==> src/pdmr_pkg.sv <==
// Overview of operation
// RULE1: A delay expires only when both its nanosecond and cycle minimums are met.
// RULE2: Hold clock enable at each level at least max(7.5 ns, 4 cycles).
// RULE3: Wait max(1.75 ns, 3 cycles) after last command before dropping clock enable.
// RULE4: Keep clock and chip select valid max(5 ns, 5 cycles) after enable falls.
// RULE5: Chip select valid at least 1.75 ns before enable falls or rises.
// RULE6: Run clock max(1.75 ns, 3 cycles) before raising enable to exit power-down.
// RULE7: Wait max(7.5 ns, 5 cycles) after power-down exit before next command.
// RULE8: Keep chip select valid max(7.5 ns, 5 cycles) after enable rises.
// RULE9: After mode write, keep clock and select valid max(14 ns, 10 cycles) past enable low.
// RULE10: After calibration start, keep clock and select valid max(1.75 ns, 3 cycles).
// RULE11: Space consecutive mode writes by max(10 ns, 10 cycles).
// RULE12: After a mode set, wait max(14 ns, 10 cycles) before a dependent command.
// RULE13: Mode read only after exit delay plus row-to-column delay plus 3 cycles.
// RULE14: Boot clock runs 10 to 55 MHz, cycle time at least 18 ns.
// RULE15: Each delay is a counter loaded with max of cycle count and rounded ns.
// RULE16: Block commands until their timer expires; track timers independently.
package pdmr_pkg;
	localparam int CLK_PERIOD_PS = 100000;
	// Times in picoseconds, figures as printed
	localparam int CLK_EN_MIN_PULSE_PS = 7500;
	localparam int CMD_TO_CLK_EN_LOW_PS = 1750;
	localparam int CLOCK_HOLD_AFTER_EN_LOW_PS = 5000;
	localparam int CHIPSEL_SETUP_PS = 1750;
	localparam int CLOCK_VALID_BEFORE_EN_HIGH_PS = 1750;
	localparam int POWERDOWN_EXIT_DELAY_PS = 7500;
	localparam int CHIPSEL_HOLD_AFTER_EN_HIGH_PS = 7500;
	localparam int MODEWRITE_TO_EN_LOW_HOLD_PS = 14000;
	localparam int CALIB_START_TO_EN_LOW_HOLD_PS = 1750;
	localparam int MODEWRITE_CMD_PERIOD_PS = 10000;
	localparam int MODE_SET_CMD_DELAY_PS = 14000;
	localparam int ROW_TO_COL_MIN_PS = 18000;
	localparam int BOOT_CLOCK_PERIOD_MIN_PS = 18000;
	localparam int BOOT_CLOCK_PERIOD_MAX_PS = 100000;
	function automatic int cyc(input int ps, input int nck);
		int c;
		c = (ps + CLK_PERIOD_PS - 1) / CLK_PERIOD_PS;
		if (c < 1) c = 1;
		return (c > nck) ? c : nck;
	endfunction
	localparam int CLK_EN_MIN_PULSE_CYC = cyc(CLK_EN_MIN_PULSE_PS, 4);
	localparam int CMD_TO_CLK_EN_LOW_CYC = cyc(CMD_TO_CLK_EN_LOW_PS, 3);
	localparam int CLOCK_HOLD_AFTER_EN_LOW_CYC = cyc(CLOCK_HOLD_AFTER_EN_LOW_PS, 5);
	localparam int CHIPSEL_SETUP_CYC = cyc(CHIPSEL_SETUP_PS, 1);
	localparam int CLOCK_VALID_BEFORE_EN_HIGH_CYC = cyc(CLOCK_VALID_BEFORE_EN_HIGH_PS, 3);
	localparam int POWERDOWN_EXIT_DELAY_CYC = cyc(POWERDOWN_EXIT_DELAY_PS, 5);
	localparam int CHIPSEL_HOLD_AFTER_EN_HIGH_CYC = cyc(CHIPSEL_HOLD_AFTER_EN_HIGH_PS, 5);
	localparam int MODEWRITE_TO_EN_LOW_HOLD_CYC = cyc(MODEWRITE_TO_EN_LOW_HOLD_PS, 10);
	localparam int CALIB_START_TO_EN_LOW_HOLD_CYC = cyc(CALIB_START_TO_EN_LOW_HOLD_PS, 3);
	localparam int MODEWRITE_CMD_PERIOD_CYC = cyc(MODEWRITE_CMD_PERIOD_PS, 10);
	localparam int MODE_SET_CMD_DELAY_CYC = cyc(MODE_SET_CMD_DELAY_PS, 10);
	localparam int EXTRA_DELAY_BEFORE_MODE_READ_CYC = cyc(ROW_TO_COL_MIN_PS, 4) + 3;
	localparam int BOOT_CLOCK_OK = (CLK_PERIOD_PS >= BOOT_CLOCK_PERIOD_MIN_PS) &&
		(CLK_PERIOD_PS <= BOOT_CLOCK_PERIOD_MAX_PS);
	localparam int TW = 5;
	typedef logic [TW-1:0] pdmr_cnt_t;
	typedef enum logic [2:0] {
		PDMR_OP_NONE = 3'h0,
		PDMR_OP_CMD = 3'h1,
		PDMR_OP_MRW = 3'h2,
		PDMR_OP_MRR = 3'h3,
		PDMR_OP_ZQ = 3'h4,
		PDMR_OP_PD_ENTER = 3'h5,
		PDMR_OP_PD_EXIT = 3'h6
	} pdmr_op_e;
	typedef struct packed {
		logic valid;
		pdmr_op_e op;
		logic [5:0] ca;
	} pdmr_req_s;
	typedef struct packed {
		logic cke;
		logic cs;
		logic clk_run;
		logic [5:0] ca;
	} pdmr_pins_s;
endpackage

==> src/pdmr_ctrl.sv <==
`timescale 1ns/1ps
module pdmr_ctrl (
	input wire logic ref_clk,
	input wire logic sys_rst,
	input wire pdmr_pkg::pdmr_req_s req,
	output logic req_ready,
	output logic req_taken,
	output logic powered_down,
	output logic boot_clock_ok,
	output pdmr_pkg::pdmr_pins_s pins
);
	typedef enum logic [1:0] {
		PDMR_ACTIVE = 2'b00,
		PDMR_ENTERING = 2'b01,
		PDMR_DOWN = 2'b11,
		PDMR_EXITING = 2'b10
	} pdmr_state_e;
	pdmr_state_e state_ff, nxt_state;
	pdmr_pkg::pdmr_cnt_t pulse_ff, nxt_pulse;
	pdmr_pkg::pdmr_cnt_t cmd_ff, nxt_cmd;
	pdmr_pkg::pdmr_cnt_t hold_ff, nxt_hold;
	pdmr_pkg::pdmr_cnt_t mrw_ff, nxt_mrw;
	pdmr_pkg::pdmr_cnt_t mrd_ff, nxt_mrd;
	pdmr_pkg::pdmr_cnt_t xp_ff, nxt_xp;
	pdmr_pkg::pdmr_cnt_t mrr_ff, nxt_mrr;
	pdmr_pkg::pdmr_cnt_t csh_ff, nxt_csh;
	pdmr_pkg::pdmr_cnt_t low_hold_ff, nxt_low_hold;
	pdmr_pkg::pdmr_pins_s pins_ff, nxt_pins;
	logic taken_ff, nxt_taken;
	logic ready_ff, nxt_ready;
	logic pd_ff, nxt_pd;
	logic go;
	function automatic pdmr_pkg::pdmr_cnt_t ld(input int n);
		return pdmr_pkg::pdmr_cnt_t'(n);
	endfunction
	function automatic pdmr_pkg::pdmr_cnt_t dec(input pdmr_pkg::pdmr_cnt_t c);
		return (c != '0) ? c - 1'b1 : c;
	endfunction
	function automatic pdmr_pkg::pdmr_cnt_t mx(input pdmr_pkg::pdmr_cnt_t a, input pdmr_pkg::pdmr_cnt_t b);
		return (a > b) ? a : b;
	endfunction
	// Readiness per op; a zero counter means its delay fully expired
	function automatic logic allowed(input pdmr_pkg::pdmr_op_e op, input pdmr_state_e st,
			input pdmr_pkg::pdmr_cnt_t c_cmd, input pdmr_pkg::pdmr_cnt_t c_pulse,
			input pdmr_pkg::pdmr_cnt_t c_mrw, input pdmr_pkg::pdmr_cnt_t c_mrd,
			input pdmr_pkg::pdmr_cnt_t c_xp, input pdmr_pkg::pdmr_cnt_t c_mrr,
			input pdmr_pkg::pdmr_cnt_t c_hold, input pdmr_pkg::pdmr_cnt_t c_csh);
		logic ok;
		ok = 1'b0;
		unique case (op)
			pdmr_pkg::PDMR_OP_CMD, pdmr_pkg::PDMR_OP_ZQ:
				ok = (st == PDMR_ACTIVE) && (c_xp == '0) && (c_mrd == '0); // [RULE7] [RULE12] [RULE16]
			pdmr_pkg::PDMR_OP_MRW:
				ok = (st == PDMR_ACTIVE) && (c_xp == '0) && (c_mrw == '0) && (c_mrd == '0); // [RULE11] [RULE16]
			pdmr_pkg::PDMR_OP_MRR:
				ok = (st == PDMR_ACTIVE) && (c_mrr == '0) && (c_mrd == '0); // [RULE13] [RULE16]
			pdmr_pkg::PDMR_OP_PD_ENTER:
				ok = (st == PDMR_ACTIVE) && (c_cmd == '0) && (c_pulse == '0) && (c_csh == '0); // [RULE2] [RULE3] [RULE8]
			pdmr_pkg::PDMR_OP_PD_EXIT:
				ok = (st == PDMR_DOWN) && (c_hold == '0) && (c_pulse == '0); // [RULE2] [RULE4] [RULE9] [RULE10]
			default:
				ok = 1'b0;
		endcase
		return ok;
	endfunction
	always_comb begin
		nxt_state = state_ff;
		nxt_pulse = dec(pulse_ff);
		nxt_cmd = dec(cmd_ff);
		nxt_hold = dec(hold_ff);
		nxt_mrw = dec(mrw_ff);
		nxt_mrd = dec(mrd_ff);
		nxt_xp = dec(xp_ff);
		nxt_mrr = dec(mrr_ff);
		nxt_csh = dec(csh_ff);
		nxt_low_hold = low_hold_ff;
		nxt_pins = pins_ff;
		nxt_pins.ca = 6'h00;
		nxt_pins.cs = 1'b0;
		nxt_taken = 1'b0;
		go = req.valid && ready_ff && allowed(req.op, state_ff, cmd_ff, pulse_ff, mrw_ff, mrd_ff, xp_ff,
			mrr_ff, hold_ff, csh_ff);
		if (go) begin
			nxt_taken = 1'b1;
			unique case (req.op)
				pdmr_pkg::PDMR_OP_CMD, pdmr_pkg::PDMR_OP_MRR: begin
					nxt_pins.cs = 1'b1;
					nxt_pins.ca = req.ca;
					nxt_cmd = ld(pdmr_pkg::CMD_TO_CLK_EN_LOW_CYC); // [RULE3] [RULE15]
					nxt_low_hold = mx(low_hold_ff, ld(pdmr_pkg::CLOCK_HOLD_AFTER_EN_LOW_CYC));
				end
				pdmr_pkg::PDMR_OP_MRW: begin
					nxt_pins.cs = 1'b1;
					nxt_pins.ca = req.ca;
					nxt_cmd = ld(pdmr_pkg::CMD_TO_CLK_EN_LOW_CYC);
					nxt_mrw = ld(pdmr_pkg::MODEWRITE_CMD_PERIOD_CYC); // [RULE11]
					nxt_mrd = ld(pdmr_pkg::MODE_SET_CMD_DELAY_CYC); // [RULE12]
					nxt_low_hold = ld(pdmr_pkg::MODEWRITE_TO_EN_LOW_HOLD_CYC); // [RULE9]
				end
				pdmr_pkg::PDMR_OP_ZQ: begin
					nxt_pins.cs = 1'b1;
					nxt_pins.ca = req.ca;
					nxt_cmd = ld(pdmr_pkg::CMD_TO_CLK_EN_LOW_CYC);
					nxt_low_hold = mx(low_hold_ff, ld(pdmr_pkg::CALIB_START_TO_EN_LOW_HOLD_CYC)); // [RULE10]
				end
				pdmr_pkg::PDMR_OP_PD_ENTER: begin
					// Chip select already parked low one cycle, covering its setup
					nxt_state = PDMR_ENTERING; // [RULE5]
				end
				pdmr_pkg::PDMR_OP_PD_EXIT: begin
					nxt_state = PDMR_EXITING;
					nxt_pins.clk_run = 1'b1;
					nxt_hold = ld(pdmr_pkg::CLOCK_VALID_BEFORE_EN_HIGH_CYC); // [RULE6]
				end
				default: begin
				end
			endcase
		end
		unique case (state_ff)
			PDMR_ACTIVE: begin
			end
			PDMR_ENTERING: begin
				nxt_pins.cke = 1'b0;
				nxt_pulse = ld(pdmr_pkg::CLK_EN_MIN_PULSE_CYC); // [RULE2]
				nxt_hold = mx(low_hold_ff, ld(pdmr_pkg::CLOCK_HOLD_AFTER_EN_LOW_CYC)); // [RULE4] [RULE9] [RULE1]
				nxt_low_hold = '0;
				nxt_state = PDMR_DOWN;
			end
			PDMR_DOWN: begin
				// Clock may stop only after the low-side hold has run out
				if (hold_ff == '0 && !go)
					nxt_pins.clk_run = 1'b0; // [RULE4]
			end
			PDMR_EXITING: begin
				if (hold_ff == '0) begin
					nxt_pins.cke = 1'b1;
					nxt_pulse = ld(pdmr_pkg::CLK_EN_MIN_PULSE_CYC); // [RULE2]
					nxt_xp = ld(pdmr_pkg::POWERDOWN_EXIT_DELAY_CYC); // [RULE7]
					nxt_mrr = ld(pdmr_pkg::POWERDOWN_EXIT_DELAY_CYC + pdmr_pkg::EXTRA_DELAY_BEFORE_MODE_READ_CYC); // [RULE13]
					nxt_csh = ld(pdmr_pkg::CHIPSEL_HOLD_AFTER_EN_HIGH_CYC); // [RULE8] [RULE5]
					nxt_state = PDMR_ACTIVE;
				end
			end
		endcase
		nxt_ready = (nxt_state == PDMR_ACTIVE) || (nxt_state == PDMR_DOWN);
		nxt_pd = (nxt_state != PDMR_ACTIVE);
	end
	always_ff @(posedge ref_clk or posedge sys_rst) begin
		if (sys_rst) begin
			state_ff <= PDMR_ACTIVE;
			pulse_ff <= ld(pdmr_pkg::CLK_EN_MIN_PULSE_CYC);
			cmd_ff <= '0;
			hold_ff <= '0;
			mrw_ff <= '0;
			mrd_ff <= '0;
			xp_ff <= ld(pdmr_pkg::POWERDOWN_EXIT_DELAY_CYC);
			mrr_ff <= ld(pdmr_pkg::POWERDOWN_EXIT_DELAY_CYC + pdmr_pkg::EXTRA_DELAY_BEFORE_MODE_READ_CYC);
			csh_ff <= ld(pdmr_pkg::CHIPSEL_HOLD_AFTER_EN_HIGH_CYC);
			low_hold_ff <= '0;
			pins_ff <= '{cke: 1'b1, cs: 1'b0, clk_run: 1'b1, ca: 6'h00};
			taken_ff <= 1'b0;
			ready_ff <= 1'b0;
			pd_ff <= 1'b0;
		end else begin
			state_ff <= nxt_state;
			pulse_ff <= nxt_pulse;
			cmd_ff <= nxt_cmd;
			hold_ff <= nxt_hold;
			mrw_ff <= nxt_mrw;
			mrd_ff <= nxt_mrd;
			xp_ff <= nxt_xp;
			mrr_ff <= nxt_mrr;
			csh_ff <= nxt_csh;
			low_hold_ff <= nxt_low_hold;
			pins_ff <= nxt_pins;
			taken_ff <= nxt_taken;
			ready_ff <= nxt_ready;
			pd_ff <= nxt_pd;
		end
	end
	// Fixed by the build clock; 100 ns is inside the boot range
	logic boot_ok_ff;
	always_ff @(posedge ref_clk or posedge sys_rst) begin
		if (sys_rst)
			boot_ok_ff <= 1'b0;
		else
			boot_ok_ff <= (pdmr_pkg::BOOT_CLOCK_OK != 0); // [RULE14]
	end
	assign req_ready = ready_ff;
	assign req_taken = taken_ff;
	assign powered_down = pd_ff;
	assign boot_clock_ok = boot_ok_ff;
	assign pins = pins_ff;
endmodule

==> config.mk <==
export PLATFORM = sky130hd
export DESIGN_NAME = pdmr_ctrl
export DESIGN_NICKNAME = d
export VERILOG_FILES = /design/src/pdmr_pkg.sv /design/src/pdmr_ctrl.sv
export SDC_FILE = /design/constraint.sdc
export NUM_CORES = 1
export LEC_CHECK = 0
export ABC_AREA = 1
export BUFFER_PORTS_ARGS = -buffer_cell sky130_fd_sc_hd__buf_2
export CORE_MARGIN = 4
export CORE_UTILIZATION = 60
export DETAILED_ROUTE_END_ITERATION = 12
export GPL_TIMING_DRIVEN = 1
export HOLD_SLACK_MARGIN = 0.06
export PLACE_DENSITY_LB_ADDON = 0.1
export SLEW_MARGIN = 20
export SYNTH_ARGS = -nofsm -noshare
export SYNTH_HDL_FRONTEND = slang
export SYNTH_SLANG_ARGS = --single-unit
==> constraint.sdc <==
create_clock -name ref_clk -period 2.7 [get_ports ref_clk]
set_input_delay 0.54 -clock ref_clk [delete_from_list [all_inputs] [get_ports ref_clk]]
set_output_delay 0.54 -clock ref_clk [all_outputs]
set_load 0.005 [all_outputs]
==> out/summary.json <==
{
  "cts-resized-gates": {"value": 0},
  "setup.worst_path.end_class": {"value": "flip-flop"},
  "area_growth_syn_to_fin": {"value": 13.6, "unit": "%"},
  "syn-num-nets": {"value": 422},
  "drtPass1Iterations": {"value": 4},
  "number_of_global_route_vias_before_repair": {"value": 2446},
  "syn_area_per_cell": {"value": 8.25, "unit": "µm²"},
  "cts_tree": {"value": "built"},
  "clock_skew": {"value": 0.0103, "unit": "ns"},
  "cts_htree_levels": {"value": 3},
  "finalCoreUtilization": {"value": 71.1, "unit": "%"},
  "worstPathMaxFanout": {"value": 6},
  "synth.top_cell.area_share": {"value": 39.7, "unit": "%"},
  "number_of_enable_type_register_cells_in_the_synthesized_netlist": {"value": 0},
  "max_cap_violations": {"value": 0},
  "largest_net_degree_at_the_start_of_global_routing": {"value": 32},
  "place_congestion": {"value": 0.831},
  "row_count": {"value": 26},
  "dp.final_hpwl": {"value": 4260, "unit": "µm"},
  "setup.worst_path.start_class": {"value": "flip-flop"},
  "final.period_utilization": {"value": 80.4, "unit": "%"},
  "synth_seq_cells": {"value": 60},
  "max_freq": {"value": 461, "unit": "MHz"},
  "die_height": {"value": 81.2, "unit": "µm"},
  "area.sequential": {"value": 1510, "unit": "µm²"},
  "dominant_cell_type_by_area_after_synthesis": {"value": "sky130_fd_sc_hd__dfrtp_1"},
  "arrival": {"value": 2.44, "unit": "ns"},
  "grtUsageTotal": {"value": 20.6, "unit": "%"},
  "floorplan.die.width": {"value": 81.2, "unit": "µm"},
  "hold_vio_cnt_final": {"value": 0},
  "synth_flop_cell": {"value": "sky130_fd_sc_hd__dfrtp_1"},
  "final_max_slew_viol_count": {"value": 0},
  "irDropWorstVdd": {"value": 0.000613, "unit": "V"},
  "clock-root-buffer": {"value": "sky130_fd_sc_hd__clkbuf_8"},
  "vias_per_cell": {"value": 4.88},
  "floorplan.initialDensity": {"value": 62.6, "unit": "%"},
  "numCtsBuffers": {"value": 9},
  "post_layout_net_count": {"value": 459},
  "async_reset_ff_share": {"value": 100, "unit": "%"},
  "io_pins": {"value": 25},
  "slew-limit-headroom": {"value": 57.5, "unit": "%"},
  "run_status": {"value": "finished clean"},
  "holdBufCountCts": {"value": 0},
  "mappedNetlistArea": {"value": 3220, "unit": "µm²"},
  "cellPowerDensity": {"value": 1070, "unit": "nW/µm²"},
  "die_area": {"value": 6600, "unit": "µm²"},
  "synth_cell_type_count": {"value": 35},
  "fillCellCount": {"value": 430},
  "vias": {"value": 2450},
  "synth_sequential_area_ratio": {"value": 47.0, "unit": "%"},
  "post_synth_most_frequent_cells": {"value": "sky130_fd_sc_hd__inv_1 (81), sky130_fd_sc_hd__nand2_1 (70), sky130_fd_sc_hd__dfrtp_1 (51)"},
  "insertedDiodeCount": {"value": 0},
  "synth_area_leaders": {"value": "sky130_fd_sc_hd__dfrtp_1 (40%), sky130_fd_sc_hd__inv_1 (9.4%), sky130_fd_sc_hd__nand2_1 (8.2%)"},
  "tns": {"value": 0, "unit": "ns"},
  "layout_min_cycle_time": {"value": 2.17, "unit": "ns"},
  "routed_wirelength": {"value": 5780, "unit": "µm"},
  "synth_warnings": {"value": 0},
  "post-cts-setup-buffers": {"value": 0},
  "ant_nets": {"value": 0},
  "crit_type": {"value": "flip-flop to flip-flop"},
  "setup_viol_count_final": {"value": 0},
  "detail_route.wl_per_cell": {"value": 11.5, "unit": "µm"},
  "grt_pass1_wl": {"value": 10500, "unit": "µm"},
  "worst-slew-pin-transition": {"value": 0.637, "unit": "ns"},
  "post-synth-top-count-cell": {"value": "sky130_fd_sc_hd__inv_1"},
  "cts_num_sinks": {"value": 60},
  "drc_errors": {"value": 0},
  "number_of_antenna_violations_at_the_first_check_in_global_routing": {"value": 0},
  "area_of_the_multi_input_gates": {"value": 1380, "unit": "µm²"},
  "grt_overflow": {"value": 0},
  "core_region_area": {"value": 5140, "unit": "µm²"},
  "worst_ep_required_time": {"value": 2.97, "unit": "ns"},
  "hold_class": {"value": "input port to asynchronous set/reset pin"},
  "detailedRoute.firstIterationViolations": {"value": 162},
  "clk_latency": {"value": 0.33, "unit": "ns"},
  "synthCells": {"value": 390},
  "io_buffer_count": {"value": 24},
  "max-clock-path-buffers": {"value": 2},
  "pleak": {"value": 2.01, "unit": "nW"},
  "grt_setup_unrepaired": {"value": "no"},
  "clkTransAtPathRegs": {"value": 0.07, "unit": "ns"},
  "drive_above_1_share": {"value": 15.7, "unit": "%"}
}
-- area by class of cell --
class	count	share of cell area [%]
clock buffer	12	4.24
sequential	60	41.4
tap	70	2.40
multi-input combinational	244	37.6
clock inverter	4	1.30
inverter	84	8.62
timing repair buffer	28	4.45
-- logic make-up (layout without fill, tap and decap cells) --
kind of cell,Yosys count,in the layout,synth area share (%)
DFF,60,60,47.0
adders and majority gates,20,20,7.78
buffers and inverters,86,128,10.3
xor gates and xnor gates,16,16,4.35
other,1,1,0.117
AOI/OAI and AO/OA,43,43,7.93
and+or+nand+nor,164,164,22.6
-- power breakdown --
group	switching, mW	internal [mW]	leakage, nW
Sequential	0.215	1.31	0.731
Combinational	0.918	0.660	1.17
Clock	0.343	0.474	0.102
-- stage by stage --
stage / hold WS [ns] / cell area (µm²) / instances / setup WS, ns / total power, mW
global route: 0.334 / 3660 / 502 / 0.269 / 4.31
CTS: 0.312 / 3660 / 502 / 0.526 / 3.95
detailed placement: 0.454 / 3450 / 486 / 0.511 / 3.12
global placement: 0.454 / 3450 / 486 / 0.594 / 3.05
floorplan: 0.434 / 3220 / 390 / 0.690 / 2.76
finish: 0.288 / 3660 / 502 / 0.530 / 3.91
-- routing by layer --
metal	global-route usage [%]	vias to the layer above	wire length, µm
li1	-	1285	-
met1	28.2	1120	2820
met2	33.4	36	2700
met3	3.66	9	177
met4	6.59	0	85
met5	0	-	0
-- path summary, 6_finish.rpt --
| check | start | endpoint | slack [ns] | cells past startpoint |
|---|---|---|---|---|
| max in group asynchronous | sys_rst | pins[6] | 1.75 | 3 |
| setup / recovery | cmd_ff[0] | req_ready | 0.53 | 14 |
| setup reg to reg | cmd_ff[0] | req_ready | 0.53 | 14 |
| hold / removal | sys_rst | low_hold_ff[4] | 0.29 | 2 |
| hold reg to reg | mrr_ff[0] | mrr_ff[0] | 0.46 | 1 |
| min in group ref_clk | req[1] | pins[1] | 0.41 | 3 |
-- sequential cells by signal (all words and copies together) (netlist names), 2 cells and up --
signal       flops
pins             9
cmd_ff           5
csh_ff           5
mrw_ff           5
low_hold_ff      5
hold_ff          5
pulse_ff         5
state_ff         2
mrd_ff           5
mrr_ff           5
xp_ff            5
-- critical path: stages (launching register included) --
cell	delay [ns]
sky130_fd_sc_hd__dfrtp_1	0.37
sky130_fd_sc_hd__inv_1	0.12
sky130_fd_sc_hd__ha_1	0.17
sky130_fd_sc_hd__nand2_1	0.08
sky130_fd_sc_hd__nor2_2	0.24
sky130_fd_sc_hd__nand3_1	0.11
sky130_fd_sc_hd__nand2_1	0.07
sky130_fd_sc_hd__nand2_1	0.06
sky130_fd_sc_hd__nand2_2	0.11
sky130_fd_sc_hd__nand3_1	0.17
sky130_fd_sc_hd__nand2_1	0.10
sky130_fd_sc_hd__nand2_1	0.07
sky130_fd_sc_hd__a21oi_1	0.16
sky130_fd_sc_hd__ha_1	0.25
sky130_fd_sc_hd__inv_1	0.05
-- layout by cell type (no fill, tap or decap), types with 2 or more instances in the layout --
master	netlist	routed
sky130_fd_sc_hd__inv_1	81	80
sky130_fd_sc_hd__nand2_1	70	70
sky130_fd_sc_hd__dfrtp_1	51	51
sky130_fd_sc_hd__nor2_1	46	46
sky130_fd_sc_hd__buf_2	0	24
sky130_fd_sc_hd__nand3_1	21	21
sky130_fd_sc_hd__ha_1	20	20
sky130_fd_sc_hd__o21ai_0	13	13
sky130_fd_sc_hd__a21oi_1	12	12
sky130_fd_sc_hd__xor2_1	11	11
sky130_fd_sc_hd__clkbuf_8	0	11
sky130_fd_sc_hd__nor3_1	9	9
sky130_fd_sc_hd__dfstp_2	9	9
sky130_fd_sc_hd__xnor2_1	5	5
sky130_fd_sc_hd__a211oi_1	5	5
sky130_fd_sc_hd__inv_2	3	4
sky130_fd_sc_hd__o211ai_1	4	4
sky130_fd_sc_hd__nor2_2	3	3
sky130_fd_sc_hd__nand2_2	3	3
sky130_fd_sc_hd__buf_4	0	3
sky130_fd_sc_hd__nand3_2	2	2
sky130_fd_sc_hd__and3_1	2	2
sky130_fd_sc_hd__o31ai_1	2	2
sky130_fd_sc_hd__o22ai_1	2	2
sky130_fd_sc_hd__a31oi_1	2	2
sky130_fd_sc_hd__nand4_1	2	2
sky130_fd_sc_hd__clkinv_2	0	2
Note: power is estimated with default switching activity, not from simulation.
